File: src/pkg/prr_pkg.sv
// Constants, states and state records for the return and resume unit
package prr_pkg;

  // ----------------------------------------------------------------
  // Register byte offsets
  // ----------------------------------------------------------------
  localparam logic [7:0] REG_COMMAND  = 8'h00;
  localparam logic [7:0] REG_OPERAND  = 8'h04;
  localparam logic [7:0] REG_FRAME    = 8'h08;
  localparam logic [7:0] REG_INSTR    = 8'h0C;
  localparam logic [7:0] REG_ARITH    = 8'h10;
  localparam logic [7:0] REG_PROC     = 8'h14;
  localparam logic [7:0] REG_STATUS   = 8'h18;
  localparam logic [7:0] REG_PCB_BASE = 8'h1C;

  // ----------------------------------------------------------------
  // Field positions
  // ----------------------------------------------------------------
  localparam int CMD_RET_BIT    = 0;
  localparam int CMD_RESUME_BIT = 1;
  localparam int CMD_PCB_BIT    = 2;
  localparam int PC_TRACE_BIT   = 0;
  localparam int PC_SUPER_BIT   = 1;
  localparam int ST_BUSY_BIT    = 0;
  localparam int ST_IDLE_BIT    = 1;
  localparam int ST_FAULT_BIT   = 2;
  localparam int ST_FCODE_LO    = 3;
  localparam int ST_RSTAT_LO    = 8;

  // ----------------------------------------------------------------
  // Frame layout and masks
  // ----------------------------------------------------------------
  localparam logic [31:0] OFS_SAVED_PC = 32'hFFFF_FFF0;
  localparam logic [31:0] OFS_SAVED_AC = 32'hFFFF_FFF4;
  localparam logic [31:0] OFS_RIP      = 32'h0000_0008;
  localparam logic [31:0] FRAME_MASK   = 32'hFFFF_FFF0;
  localparam logic [31:0] IP_MASK      = 32'hFFFF_FFFC;

  // ----------------------------------------------------------------
  // Values after reset
  // ----------------------------------------------------------------
  localparam logic [31:0] RST_FP = 32'h0000_0000;
  localparam logic [31:0] RST_PC = 32'h0000_0002;

  // ----------------------------------------------------------------
  // Return status codes and fault codes
  // ----------------------------------------------------------------
  localparam logic [2:0] RS_FRAME  = 3'h0;
  localparam logic [2:0] RS_RESTOR = 3'h1;
  localparam logic [2:0] RS_USER_T0 = 3'h2;
  localparam logic [2:0] RS_USER_T1 = 3'h3;
  localparam logic [2:0] RS_IDLE   = 3'h6;
  localparam logic [2:0] RS_RESTIR = 3'h7;
  localparam logic [1:0] FC_NONE   = 2'h0;
  localparam logic [1:0] FC_TYPE   = 2'h1;
  localparam logic [1:0] FC_PRIV   = 2'h2;

  typedef enum logic [3:0] {
    S_IDLE   = 4'h0,
    S_DRAIN  = 4'h1,
    S_RD_R0  = 4'h3,
    S_RD_X   = 4'h2,
    S_RD_Y   = 4'h6,
    S_FREE   = 4'h7,
    S_FILL   = 4'h5,
    S_RD_RIP = 4'h4,
    S_FINISH = 4'hC,
    S_HALT   = 4'hD,
    S_BIND   = 4'h8
  } prr_state_t;

  typedef struct packed {
    prr_state_t  state;
    logic        issued;
    logic        busy;
    logic [31:0] fp;
    logic [31:0] previous_frame_pointer;
    logic [31:0] ip;
    logic [31:0] ac;
    logic [31:0] pc;
    logic [31:0] operand;
    logic [31:0] pcb_base;
    logic [3:0]  rstat;
    logic [31:0] saved_x;
    logic [31:0] saved_y;
    logic        fault;
    logic [1:0]  fcode;
    logic        idle;
    logic        regset_free;
    logic        regset_fill;
    logic        cache_discard;
    logic        irq_check;
    logic        mem_go;
    logic [31:0] mem_addr;
    logic        pready;
    logic        pslverr;
    logic [31:0] prdata;
  } prr_top_state_t;

  typedef struct packed {
    logic        mem_req;
    logic [31:0] mem_addr;
    logic        done;
    logic [31:0] rdata;
  } prr_port_state_t;

endpackage : prr_pkg

File: src/pkg/prr_mem_if.sv
// Read request channel between the sequencer and the memory port
`timescale 1ns/1ns
interface prr_mem_if;
  logic        req;
  logic [31:0] addr;
  logic        done;
  logic [31:0] rdata;

  modport master (output req, output addr, input done, input rdata);
  modport port   (input req, input addr, output done, output rdata);
endinterface : prr_mem_if

File: src/rtl/prr_mem_port.sv
// Memory read port: holds one request on the pins until acknowledged
`timescale 1ns/1ns
module prr_mem_port (
  input  wire logic   clk,       // Core clock
  input  wire logic   rst_n,     // Asynchronous reset, active low
  prr_mem_if.port     link,      // Requests from the sequencer
  output logic        mem_req,   // Read request, held until ack
  output logic [31:0] mem_addr,  // Read byte address
  input  wire logic   mem_ack,   // Read data valid, one cycle
  input  wire logic [31:0] mem_rdata  // Read data
);

  prr_pkg::prr_port_state_t s;
  prr_pkg::prr_port_state_t next_s;

  always_comb begin
    next_s      = s;
    next_s.done = 1'b0;
    // A request that lands while one is open is dropped; the sequencer never does that
    if (!s.mem_req && link.req) begin
      next_s.mem_req  = 1'b1;
      next_s.mem_addr = link.addr;
    end else if (s.mem_req && mem_ack) begin
      next_s.mem_req = 1'b0;
      next_s.done    = 1'b1;
      next_s.rdata   = mem_rdata;
    end
  end

  always_ff @(posedge clk or negedge rst_n) begin
    if (!rst_n) begin
      s <= '0;
    end else begin
      s <= next_s;
    end
  end

  assign mem_req    = s.mem_req;
  assign mem_addr   = s.mem_addr;
  assign link.done  = s.done;
  assign link.rdata = s.rdata;

endmodule : prr_mem_port

File: src/rtl/prr_top.sv
// Procedure return and process resume sequencer with APB registers
// ------------------------------------------------------------------
// Operation
// - Resume with a non process block operand faults, else binds the new process.
// - Resume discards cached process state, no write back, no unlock.
// - Resume is accepted only in supervisor mode.
// - Return waits until all earlier uncompleted instructions finish.
// - Return status and trace flag come from bits 0 to 3 of local r0.
// - Return drops the frame; all but status 110 in supervisor load frame pointer from previous frame pointer.
// - Status 000 frees the register set and reloads it if not allocated.
// - Return, except status 110 in supervisor, resumes fetching at the saved return instruction pointer.
// - Status 001 restores arithmetic controls, process controls only in supervisor.
// - Status 010 or 011 in supervisor sets trace 0 or 1 and goes user.
// - Status 110 in supervisor frees registers, checks interrupts, else idles.
// - Status 111 acts as 001 then checks pending interrupts in supervisor.
// ------------------------------------------------------------------
`timescale 1ns/1ns
module prr_top (
  input  wire logic        clk,           // Core clock, 125 MHz
  input  wire logic        rst_n,         // Asynchronous reset, active low
  input  wire logic        psel,          // APB select
  input  wire logic        penable,       // APB access phase
  input  wire logic        pwrite,        // APB write
  input  wire logic [7:0]  paddr,         // APB byte address
  input  wire logic [31:0] pwdata,        // APB write data
  output logic [31:0]      prdata,        // APB read data
  output logic             pready,        // APB ready
  output logic             pslverr,       // APB error on unmapped address
  input  wire logic        pending_ops,   // Earlier instructions still running
  input  wire logic        irq_pending,   // An interrupt is waiting
  input  wire logic        regset_hit,    // Register set for regset_addr is on chip
  input  wire logic        fill_done,     // Register set reload finished
  output logic [31:0]      regset_addr,   // Frame pointer for set lookup and reload
  output logic             regset_free,   // Free the current set, one cycle
  output logic             regset_fill,   // Reload the set from memory, one cycle
  output logic             cache_discard, // Drop cached process state, one cycle
  output logic             irq_check,     // Check pending interrupts, one cycle
  output logic             idle,          // Core idles until an interrupt
  output logic             fault,         // Sticky fault
  output logic             busy,          // Sequence in progress
  output logic             mem_req,       // Memory read request
  output logic [31:0]      mem_addr,      // Memory read address
  input  wire logic        mem_ack,       // Memory read answer
  input  wire logic [31:0] mem_rdata      // Memory read data
);

  // ----------------------------------------------------------------
  // State and memory channel
  // ----------------------------------------------------------------
  prr_pkg::prr_top_state_t s;
  prr_pkg::prr_top_state_t next_s;

  prr_mem_if mem ();

  prr_mem_port u_port (
    .clk       (clk),
    .rst_n     (rst_n),
    .link      (mem),
    .mem_req   (mem_req),
    .mem_addr  (mem_addr),
    .mem_ack   (mem_ack),
    .mem_rdata (mem_rdata)
  );

  assign mem.req  = s.mem_go;
  assign mem.addr = s.mem_addr;

  // ----------------------------------------------------------------
  // Helpers
  // ----------------------------------------------------------------
  logic        access;
  logic        wr_commit;
  logic        sup_mode;
  logic        rd_state;
  logic [31:0] rd_addr;
  logic [31:0] status_word;
  logic [2:0]  rs;

  assign access    = psel && penable;
  assign wr_commit = access && s.pready && pwrite;
  assign sup_mode  = s.pc[prr_pkg::PC_SUPER_BIT];
  assign rs        = s.rstat[2:0];

  always_comb begin
    status_word = '0;
    status_word[prr_pkg::ST_BUSY_BIT]  = s.busy;
    status_word[prr_pkg::ST_IDLE_BIT]  = s.idle;
    status_word[prr_pkg::ST_FAULT_BIT] = s.fault;
    status_word[prr_pkg::ST_FCODE_LO +: 2] = s.fcode;
    status_word[prr_pkg::ST_RSTAT_LO +: 4] = s.rstat;
  end

  always_comb begin
    rd_state = 1'b1;
    rd_addr  = s.fp;
    case (s.state)
      prr_pkg::S_RD_R0:  rd_addr = s.fp;
      prr_pkg::S_RD_X:   rd_addr = s.fp + prr_pkg::OFS_SAVED_PC;
      prr_pkg::S_RD_Y:   rd_addr = s.fp + prr_pkg::OFS_SAVED_AC;
      prr_pkg::S_RD_RIP: rd_addr = s.fp + prr_pkg::OFS_RIP;
      default:           rd_state = 1'b0;
    endcase
  end

  // ----------------------------------------------------------------
  // Next state
  // ----------------------------------------------------------------
  always_comb begin
    next_s               = s;
    next_s.regset_free   = 1'b0;
    next_s.regset_fill   = 1'b0;
    next_s.cache_discard = 1'b0;
    next_s.irq_check     = 1'b0;
    next_s.mem_go        = 1'b0;
    next_s.pready        = 1'b0;
    next_s.pslverr       = 1'b0;

    // APB: decode in the first access cycle, commit at the ready edge
    if (access && !s.pready) begin
      next_s.pready = 1'b1;
      next_s.prdata = '0;
      if (paddr == prr_pkg::REG_COMMAND) begin
        next_s.prdata = '0;
      end else if (paddr == prr_pkg::REG_OPERAND) begin
        next_s.prdata = s.operand;
      end else if (paddr == prr_pkg::REG_FRAME) begin
        next_s.prdata = s.fp;
      end else if (paddr == prr_pkg::REG_INSTR) begin
        next_s.prdata = s.ip;
      end else if (paddr == prr_pkg::REG_ARITH) begin
        next_s.prdata = s.ac;
      end else if (paddr == prr_pkg::REG_PROC) begin
        next_s.prdata = s.pc;
      end else if (paddr == prr_pkg::REG_STATUS) begin
        next_s.prdata = status_word;
      end else if (paddr == prr_pkg::REG_PCB_BASE) begin
        next_s.prdata = s.pcb_base;
      end else begin
        next_s.pslverr = 1'b1;
      end
      if (pwrite) begin
        next_s.prdata = '0;
      end
    end

    // Context registers change only while no sequence runs
    if (wr_commit && s.state == prr_pkg::S_IDLE) begin
      if (paddr == prr_pkg::REG_COMMAND) begin
        if (pwdata[prr_pkg::CMD_RET_BIT]) begin
          next_s.state = prr_pkg::S_DRAIN;
        end else if (pwdata[prr_pkg::CMD_RESUME_BIT]) begin
          if (!sup_mode) begin
            next_s.fault = 1'b1;
            next_s.fcode = prr_pkg::FC_PRIV;
          end else if (!pwdata[prr_pkg::CMD_PCB_BIT]) begin
            next_s.fault = 1'b1;
            next_s.fcode = prr_pkg::FC_TYPE;
          end else begin
            next_s.state = prr_pkg::S_BIND;
          end
        end
      end else if (paddr == prr_pkg::REG_OPERAND) begin
        next_s.operand = pwdata;
      end else if (paddr == prr_pkg::REG_FRAME) begin
        next_s.fp = pwdata;
      end else if (paddr == prr_pkg::REG_ARITH) begin
        next_s.ac = pwdata;
      end else if (paddr == prr_pkg::REG_PROC) begin
        next_s.pc = pwdata;
      end
    end
    // Fault clears by writing one; a fault raised above in this cycle still wins
    if (wr_commit && paddr == prr_pkg::REG_STATUS && pwdata[prr_pkg::ST_FAULT_BIT]
        && next_s.fault == s.fault) begin
      next_s.fault = 1'b0;
      next_s.fcode = prr_pkg::FC_NONE;
    end

    // Memory reads: issue once on entry, then wait for the answer
    if (rd_state && !s.issued) begin
      next_s.mem_go   = 1'b1;
      next_s.mem_addr = rd_addr;
      next_s.issued   = 1'b1;
    end

    case (s.state)
      prr_pkg::S_IDLE: begin
        next_s.issued = 1'b0;
      end
      prr_pkg::S_DRAIN: begin
        if (!pending_ops) begin
          next_s.state  = prr_pkg::S_RD_R0;
          next_s.issued = 1'b0;
        end
      end
      prr_pkg::S_RD_R0: begin
        if (s.issued && mem.done) begin
          next_s.issued = 1'b0;
          next_s.rstat  = mem.rdata[3:0];
          next_s.previous_frame_pointer    = mem.rdata & prr_pkg::FRAME_MASK;
          case (mem.rdata[2:0])
            prr_pkg::RS_RESTOR, prr_pkg::RS_RESTIR: begin
              next_s.state = prr_pkg::S_RD_X;
            end
            prr_pkg::RS_USER_T0, prr_pkg::RS_USER_T1: begin
              if (sup_mode) begin
                next_s.pc[prr_pkg::PC_TRACE_BIT] = mem.rdata[0];
                next_s.pc[prr_pkg::PC_SUPER_BIT] = 1'b0;
              end
              next_s.state = prr_pkg::S_FREE;
            end
            prr_pkg::RS_IDLE: begin
              if (sup_mode) begin
                next_s.regset_free = 1'b1;
                next_s.irq_check   = 1'b1;
                if (irq_pending) begin
                  next_s.state = prr_pkg::S_IDLE;
                end else begin
                  next_s.idle  = 1'b1;
                  next_s.state = prr_pkg::S_HALT;
                end
              end else begin
                next_s.state = prr_pkg::S_FREE;
              end
            end
            default: begin
              next_s.state = prr_pkg::S_FREE;
            end
          endcase
        end
      end
      prr_pkg::S_RD_X: begin
        if (s.issued && mem.done) begin
          next_s.saved_x = mem.rdata;
          next_s.issued  = 1'b0;
          next_s.state   = prr_pkg::S_RD_Y;
        end
      end
      prr_pkg::S_RD_Y: begin
        if (s.issued && mem.done) begin
          next_s.saved_y = mem.rdata;
          next_s.issued  = 1'b0;
          next_s.state   = prr_pkg::S_FREE;
        end
      end
      prr_pkg::S_FREE: begin
        next_s.fp          = s.previous_frame_pointer;
        next_s.regset_free = 1'b1;
        next_s.issued      = 1'b0;
        next_s.state       = prr_pkg::S_FILL;
      end
      prr_pkg::S_FILL: begin
        // Lookup is answered for regset_addr, which already holds the new frame
        if (!s.issued) begin
          if (regset_hit) begin
            next_s.state = prr_pkg::S_RD_RIP;
          end else begin
            next_s.regset_fill = 1'b1;
            next_s.issued      = 1'b1;
          end
        end else if (fill_done) begin
          next_s.issued = 1'b0;
          next_s.state  = prr_pkg::S_RD_RIP;
        end
      end
      prr_pkg::S_RD_RIP: begin
        if (s.issued && mem.done) begin
          next_s.ip     = mem.rdata & prr_pkg::IP_MASK;
          next_s.issued = 1'b0;
          next_s.state  = prr_pkg::S_FINISH;
        end
      end
      prr_pkg::S_FINISH: begin
        if (rs == prr_pkg::RS_RESTOR || rs == prr_pkg::RS_RESTIR) begin
          next_s.ac = s.saved_y;
          if (sup_mode) begin
            next_s.pc = s.saved_x;
            if (rs == prr_pkg::RS_RESTIR) begin
              next_s.irq_check = 1'b1;
            end
          end
        end
        next_s.state = prr_pkg::S_IDLE;
      end
      prr_pkg::S_HALT: begin
        if (irq_pending) begin
          next_s.idle      = 1'b0;
          next_s.irq_check = 1'b1;
          next_s.state     = prr_pkg::S_IDLE;
        end
      end
      prr_pkg::S_BIND: begin
        next_s.cache_discard = 1'b1;
        next_s.pcb_base      = s.operand;
        next_s.state         = prr_pkg::S_IDLE;
      end
      default: begin
        next_s.state = prr_pkg::S_IDLE;
      end
    endcase

    next_s.busy = (next_s.state != prr_pkg::S_IDLE);
  end

  // ----------------------------------------------------------------
  // State register
  // ----------------------------------------------------------------
  always_ff @(posedge clk or negedge rst_n) begin
    if (!rst_n) begin
      s    <= '0;
      s.fp <= prr_pkg::RST_FP;
      s.pc <= prr_pkg::RST_PC;
    end else begin
      s <= next_s;
    end
  end

  assign prdata        = s.prdata;
  assign pready        = s.pready;
  assign pslverr       = s.pslverr;
  assign regset_addr   = s.fp;
  assign regset_free   = s.regset_free;
  assign regset_fill   = s.regset_fill;
  assign cache_discard = s.cache_discard;
  assign irq_check     = s.irq_check;
  assign idle          = s.idle;
  assign fault         = s.fault;
  assign busy          = s.busy;

endmodule : prr_top

File: config.mk
export PLATFORM = sky130hd
export DESIGN_NAME = prr_top
export DESIGN_NICKNAME = d
export VERILOG_FILES = /design/src/pkg/prr_pkg.sv /design/src/pkg/prr_mem_if.sv /design/src/rtl/prr_mem_port.sv /design/src/rtl/prr_top.sv
export SDC_FILE = /design/constraint.sdc
export NUM_CORES = 1
export LEC_CHECK = 0
export BUFFER_PORTS_ARGS = -buffer_cell sky130_fd_sc_hd__buf_2
export CAP_MARGIN = 5
export CORE_MARGIN = 8
export CORE_UTILIZATION = 40
export CTS_BUF_LIST = sky130_fd_sc_hd__clkbuf_8 sky130_fd_sc_hd__clkbuf_16
export DETAILED_ROUTE_END_ITERATION = 7
export PLACE_DENSITY_LB_ADDON = 0.1
export SYNTH_ARGS = -nofsm -noshare
export SYNTH_HDL_FRONTEND = slang
export SYNTH_HIERARCHICAL = 1
export SYNTH_SLANG_ARGS = --single-unit
File: constraint.sdc
create_clock -name clk -period 7.1 [get_ports clk]
set_input_delay 0.355 -clock clk [delete_from_list [all_inputs] [get_ports clk]]
set_output_delay 0.355 -clock clk [all_outputs]
set_load 0.02 [all_outputs]
==> metrics <==
outcome=complete, no violations; Seq/Total Area, Yosys=50.4%; fill count=5003; clock power share=26.7%; critical-path cell list=or4_4, or3_1, nor2b_4, buf_4, mux2i_1, o21ai_0; clk_skew=10.0 ps; yosys warns=6; DRT antenna net count=0; depth of the CTS H-tree=2; main combinational cell family by area after synthesis=multiplexers; Clk Latency, worst-skew pair=590 ps; Slew Limit Fails=0; worst relative slew slack=13.4%; share of layout cells above drive strength 1=30.3%; total gr overflow=0; period utilisation layout=49.0%; net switching power=0.00356 W; Placed Instance Area=22500 sq um; Post-Synth Simple-Gate Area=9.70%; via count=15965; Crit Path Max Fanout=22; Die H=248 microns; ys flop type=dfrtp_1; drt pass-1 iters=8; cell internal pwr=0.00607 W; Synth Area in Compound Gates=14.0%; mux contribution to synthesized area=18.7%; Final Setup Violations=0; Placement Rows=85; Tightest Pin Transition=1290 ps; area grow syn2layout=13.5%; Netlist cell types=83; CP Launch Type=register; number of max-cap violations=0; Final Cell Area=24400 sq um; Root Driver=clkbuf_16; Crit. End Element=register; Pleak=10.7 nW; Net Sw Frac=37.0%; Top delay family on crit path=simple AND/OR/NAND/NOR gates; RD Place Congestion=0.892; #FFs+latches synth=433; Synth Net Count=1966; I/O pin cnt=188; clk buf depth=3; syn_area_per_cell=11.5 sq um; first-pass GRT wire length=108000 microns; critical path's largest stage delay=730 ps; Synth Instances=1878; clock sinks=433; Pwr per Cell Area=394 nW/um^2; GRT Total Usage=23.2%; WP data required=7530 ps; initial antenna violation count=2; CTS Buf Count=49; DP HPWL=46700 microns; Buf+Inv Stages, Crit Path=1; clock-pin slew on the worst setup and hold paths=60 ps; full die area=61500 sq um; fmax=288 MHz; Die W=248 microns; Initial DRC Count=1536; share of the synthesized area in the top cell type=50.2%; RSZ-0062 raised after global routing=false; number of global-route vias before repair=16217; worst hold margin=36.9 ps; adder-cell share of the synthesized area=0.349%; Synth Area in XOR/XNOR=0.570%; final WL=71900 microns; dominant cells by area after synthesis=dfrtp_1 (50%), mux2_2 (12%), mux2i_1 (4.9%), o21ai_0 (2.7%), buf_4 (2.4%); area of the mapped netlist=21500 sq um; via/cell ratio=5.87; Initial Utilization=40.2%; Nets=2073; slowest CP cell=nor2b_4; number of synthesized flops with an enable pin=0; largest net degree at the start of global routing=83; post-synth top area cell=dfrtp_1; count leader, synth=dfrtp_1; core area=53500 sq um; Comb pwr share=31.2%; WS Path Type=register to register; Final min period=3480 ps; Hold Fails Final Rpt=0; PortBufs=187; setup TNS=0 ps; DRC viols=0; Post-synth top cells=dfrtp_1 (432), mux2_2 (223), nand2_1 (133); CTS tree=yes; Async SR Flop Fraction=100%; Data arrival, critical path=3900 ps; worst hold path type=primary input to register; Seq pwr share=42.1%; routed length per placed instance=26.4 microns; Max VDD drop=0.228 mV
-- layout make-up --
| class | count | area (sq um) | share of cell area (%) |
|---|---|---|---|
| diodes | 2 | 5.00 | 0.0205 |
| clock buffers | 59 | 1360 | 5.58 |
| clock inverters | 28 | 265 | 1.09 |
| inverters | 13 | 48.8 | 0.200 |
| multi-input cells | 1220 | 9400 | 38.5 |
| flip-flops and latches | 433 | 10800 | 44.4 |
| well taps | 696 | 871 | 3.57 |
| repair buffers | 268 | 1640 | 6.71 |
-- through the flow --
step           util (%)  setup WS (ps)  power, W  instances
2_1_floorplan         -           4650   0.00607       1878
3_3_place_gp       42.0           3690   0.00703       2596
3_5_place_dp       42.0           3650   0.00709       2596
4_1_cts            45.6           3690   0.00971       2717
5_1_grt            45.6           3490    0.0102       2717
6_report           45.7           3620   0.00963       2719
-- layout by cell type, fill, tap and decap left out, drive strengths merged, types with 16 or more instances in the layout --
cell type | netlist | layout
o221ai | 28 | 28
o21ai | 119 | 119
nand3 | 31 | 31
nor4 | 16 | 16
clkbuf | 92 | 59
a22oi | 29 | 29
mux2i | 106 | 106
a221oi | 24 | 24
a221o | 28 | 28
nor3 | 32 | 32
buf | 120 | 234
dfrtp | 432 | 432
mux2 | 253 | 253
inv | 13 | 27
a22o | 33 | 33
dlygate4sd3 | 0 | 34
nand2 | 135 | 135
a21oi | 87 | 87
nor2 | 101 | 101
-- power groups by stage --
| stage | logic, W | clock network [W] | registers [W] |
|---|---|---|---|
| after CTS | 0.00302 | 0.00264 | 0.00405 |
| after floorplan | 0.00237 | 0 | 0.00370 |
| after global placement | 0.00296 | 0 | 0.00407 |
| after detailed placement | 0.00300 | 0 | 0.00409 |
| after global routing | 0.00326 | 0.00274 | 0.00415 |
| final | 0.00300 | 0.00258 | 0.00405 |
-- worst register-to-register path, stage by stage, from the launching register on --
cell,delay [ps]
dfrtp_1,650
or4_4,680
or3_1,460
nor2b_4,730
buf_4,460
mux2i_1,230
o21ai_0,100
-- final timing paths --
check                                    from                           to  slack, ps  cells after the start
min in group asynchronous               rst_n        regset_fill$_DFF_PN0_        350                      2
hold / removal                    irq_pending             idle$_DFFE_PN0P_         40                      2
max in group asynchronous               rst_n           s[187]$_DFFE_PN0P_       5210                      3
setup / recovery             s[369]$_DFF_PN0_             s[256]$_DFF_PN0_       3620                      6
setup reg to reg             s[369]$_DFF_PN0_             s[256]$_DFF_PN0_       3620                      6
hold reg to reg            s[333]$_DFFE_PN0P_  regset_addr[30]$_DFFE_PN0P_        470                      2
-- layer usage --
layer	up-vias	share of wire, %	track usage [%]	wire [microns]
li1	7121	-	-	-
met1	8172	44	31.2	31900
met2	535	47	37.1	33400
met3	135	5.5	3.81	3960
met4	2	3.5	9.28	2510
met5	-	0.015	0	11
-- repair_timing --
item	in CTS	in global routing
hold endpoints to repair	109	0
buffers inserted	0	0
hold buffers	34	0
gates resized for setup	0	0
-- sequential cells by signal, summed over array words and instances, names as in the netlist, 3 cells and up --
register,cells
s,258
u_port/link.rdata,32
mem.addr,32
u_port/mem_addr,32
regset_addr,32
prdata,32
rs,3
-- cell families after synthesis --
group,Yosys count
AOI/OAI and AO/OA,437
xor gates and xnor gates,14
adders and majority gates,6
buffers and inverters,225
DFF,433
muxes,359
and+or+nand+nor,404
Power figures use the tool's default switching activity.
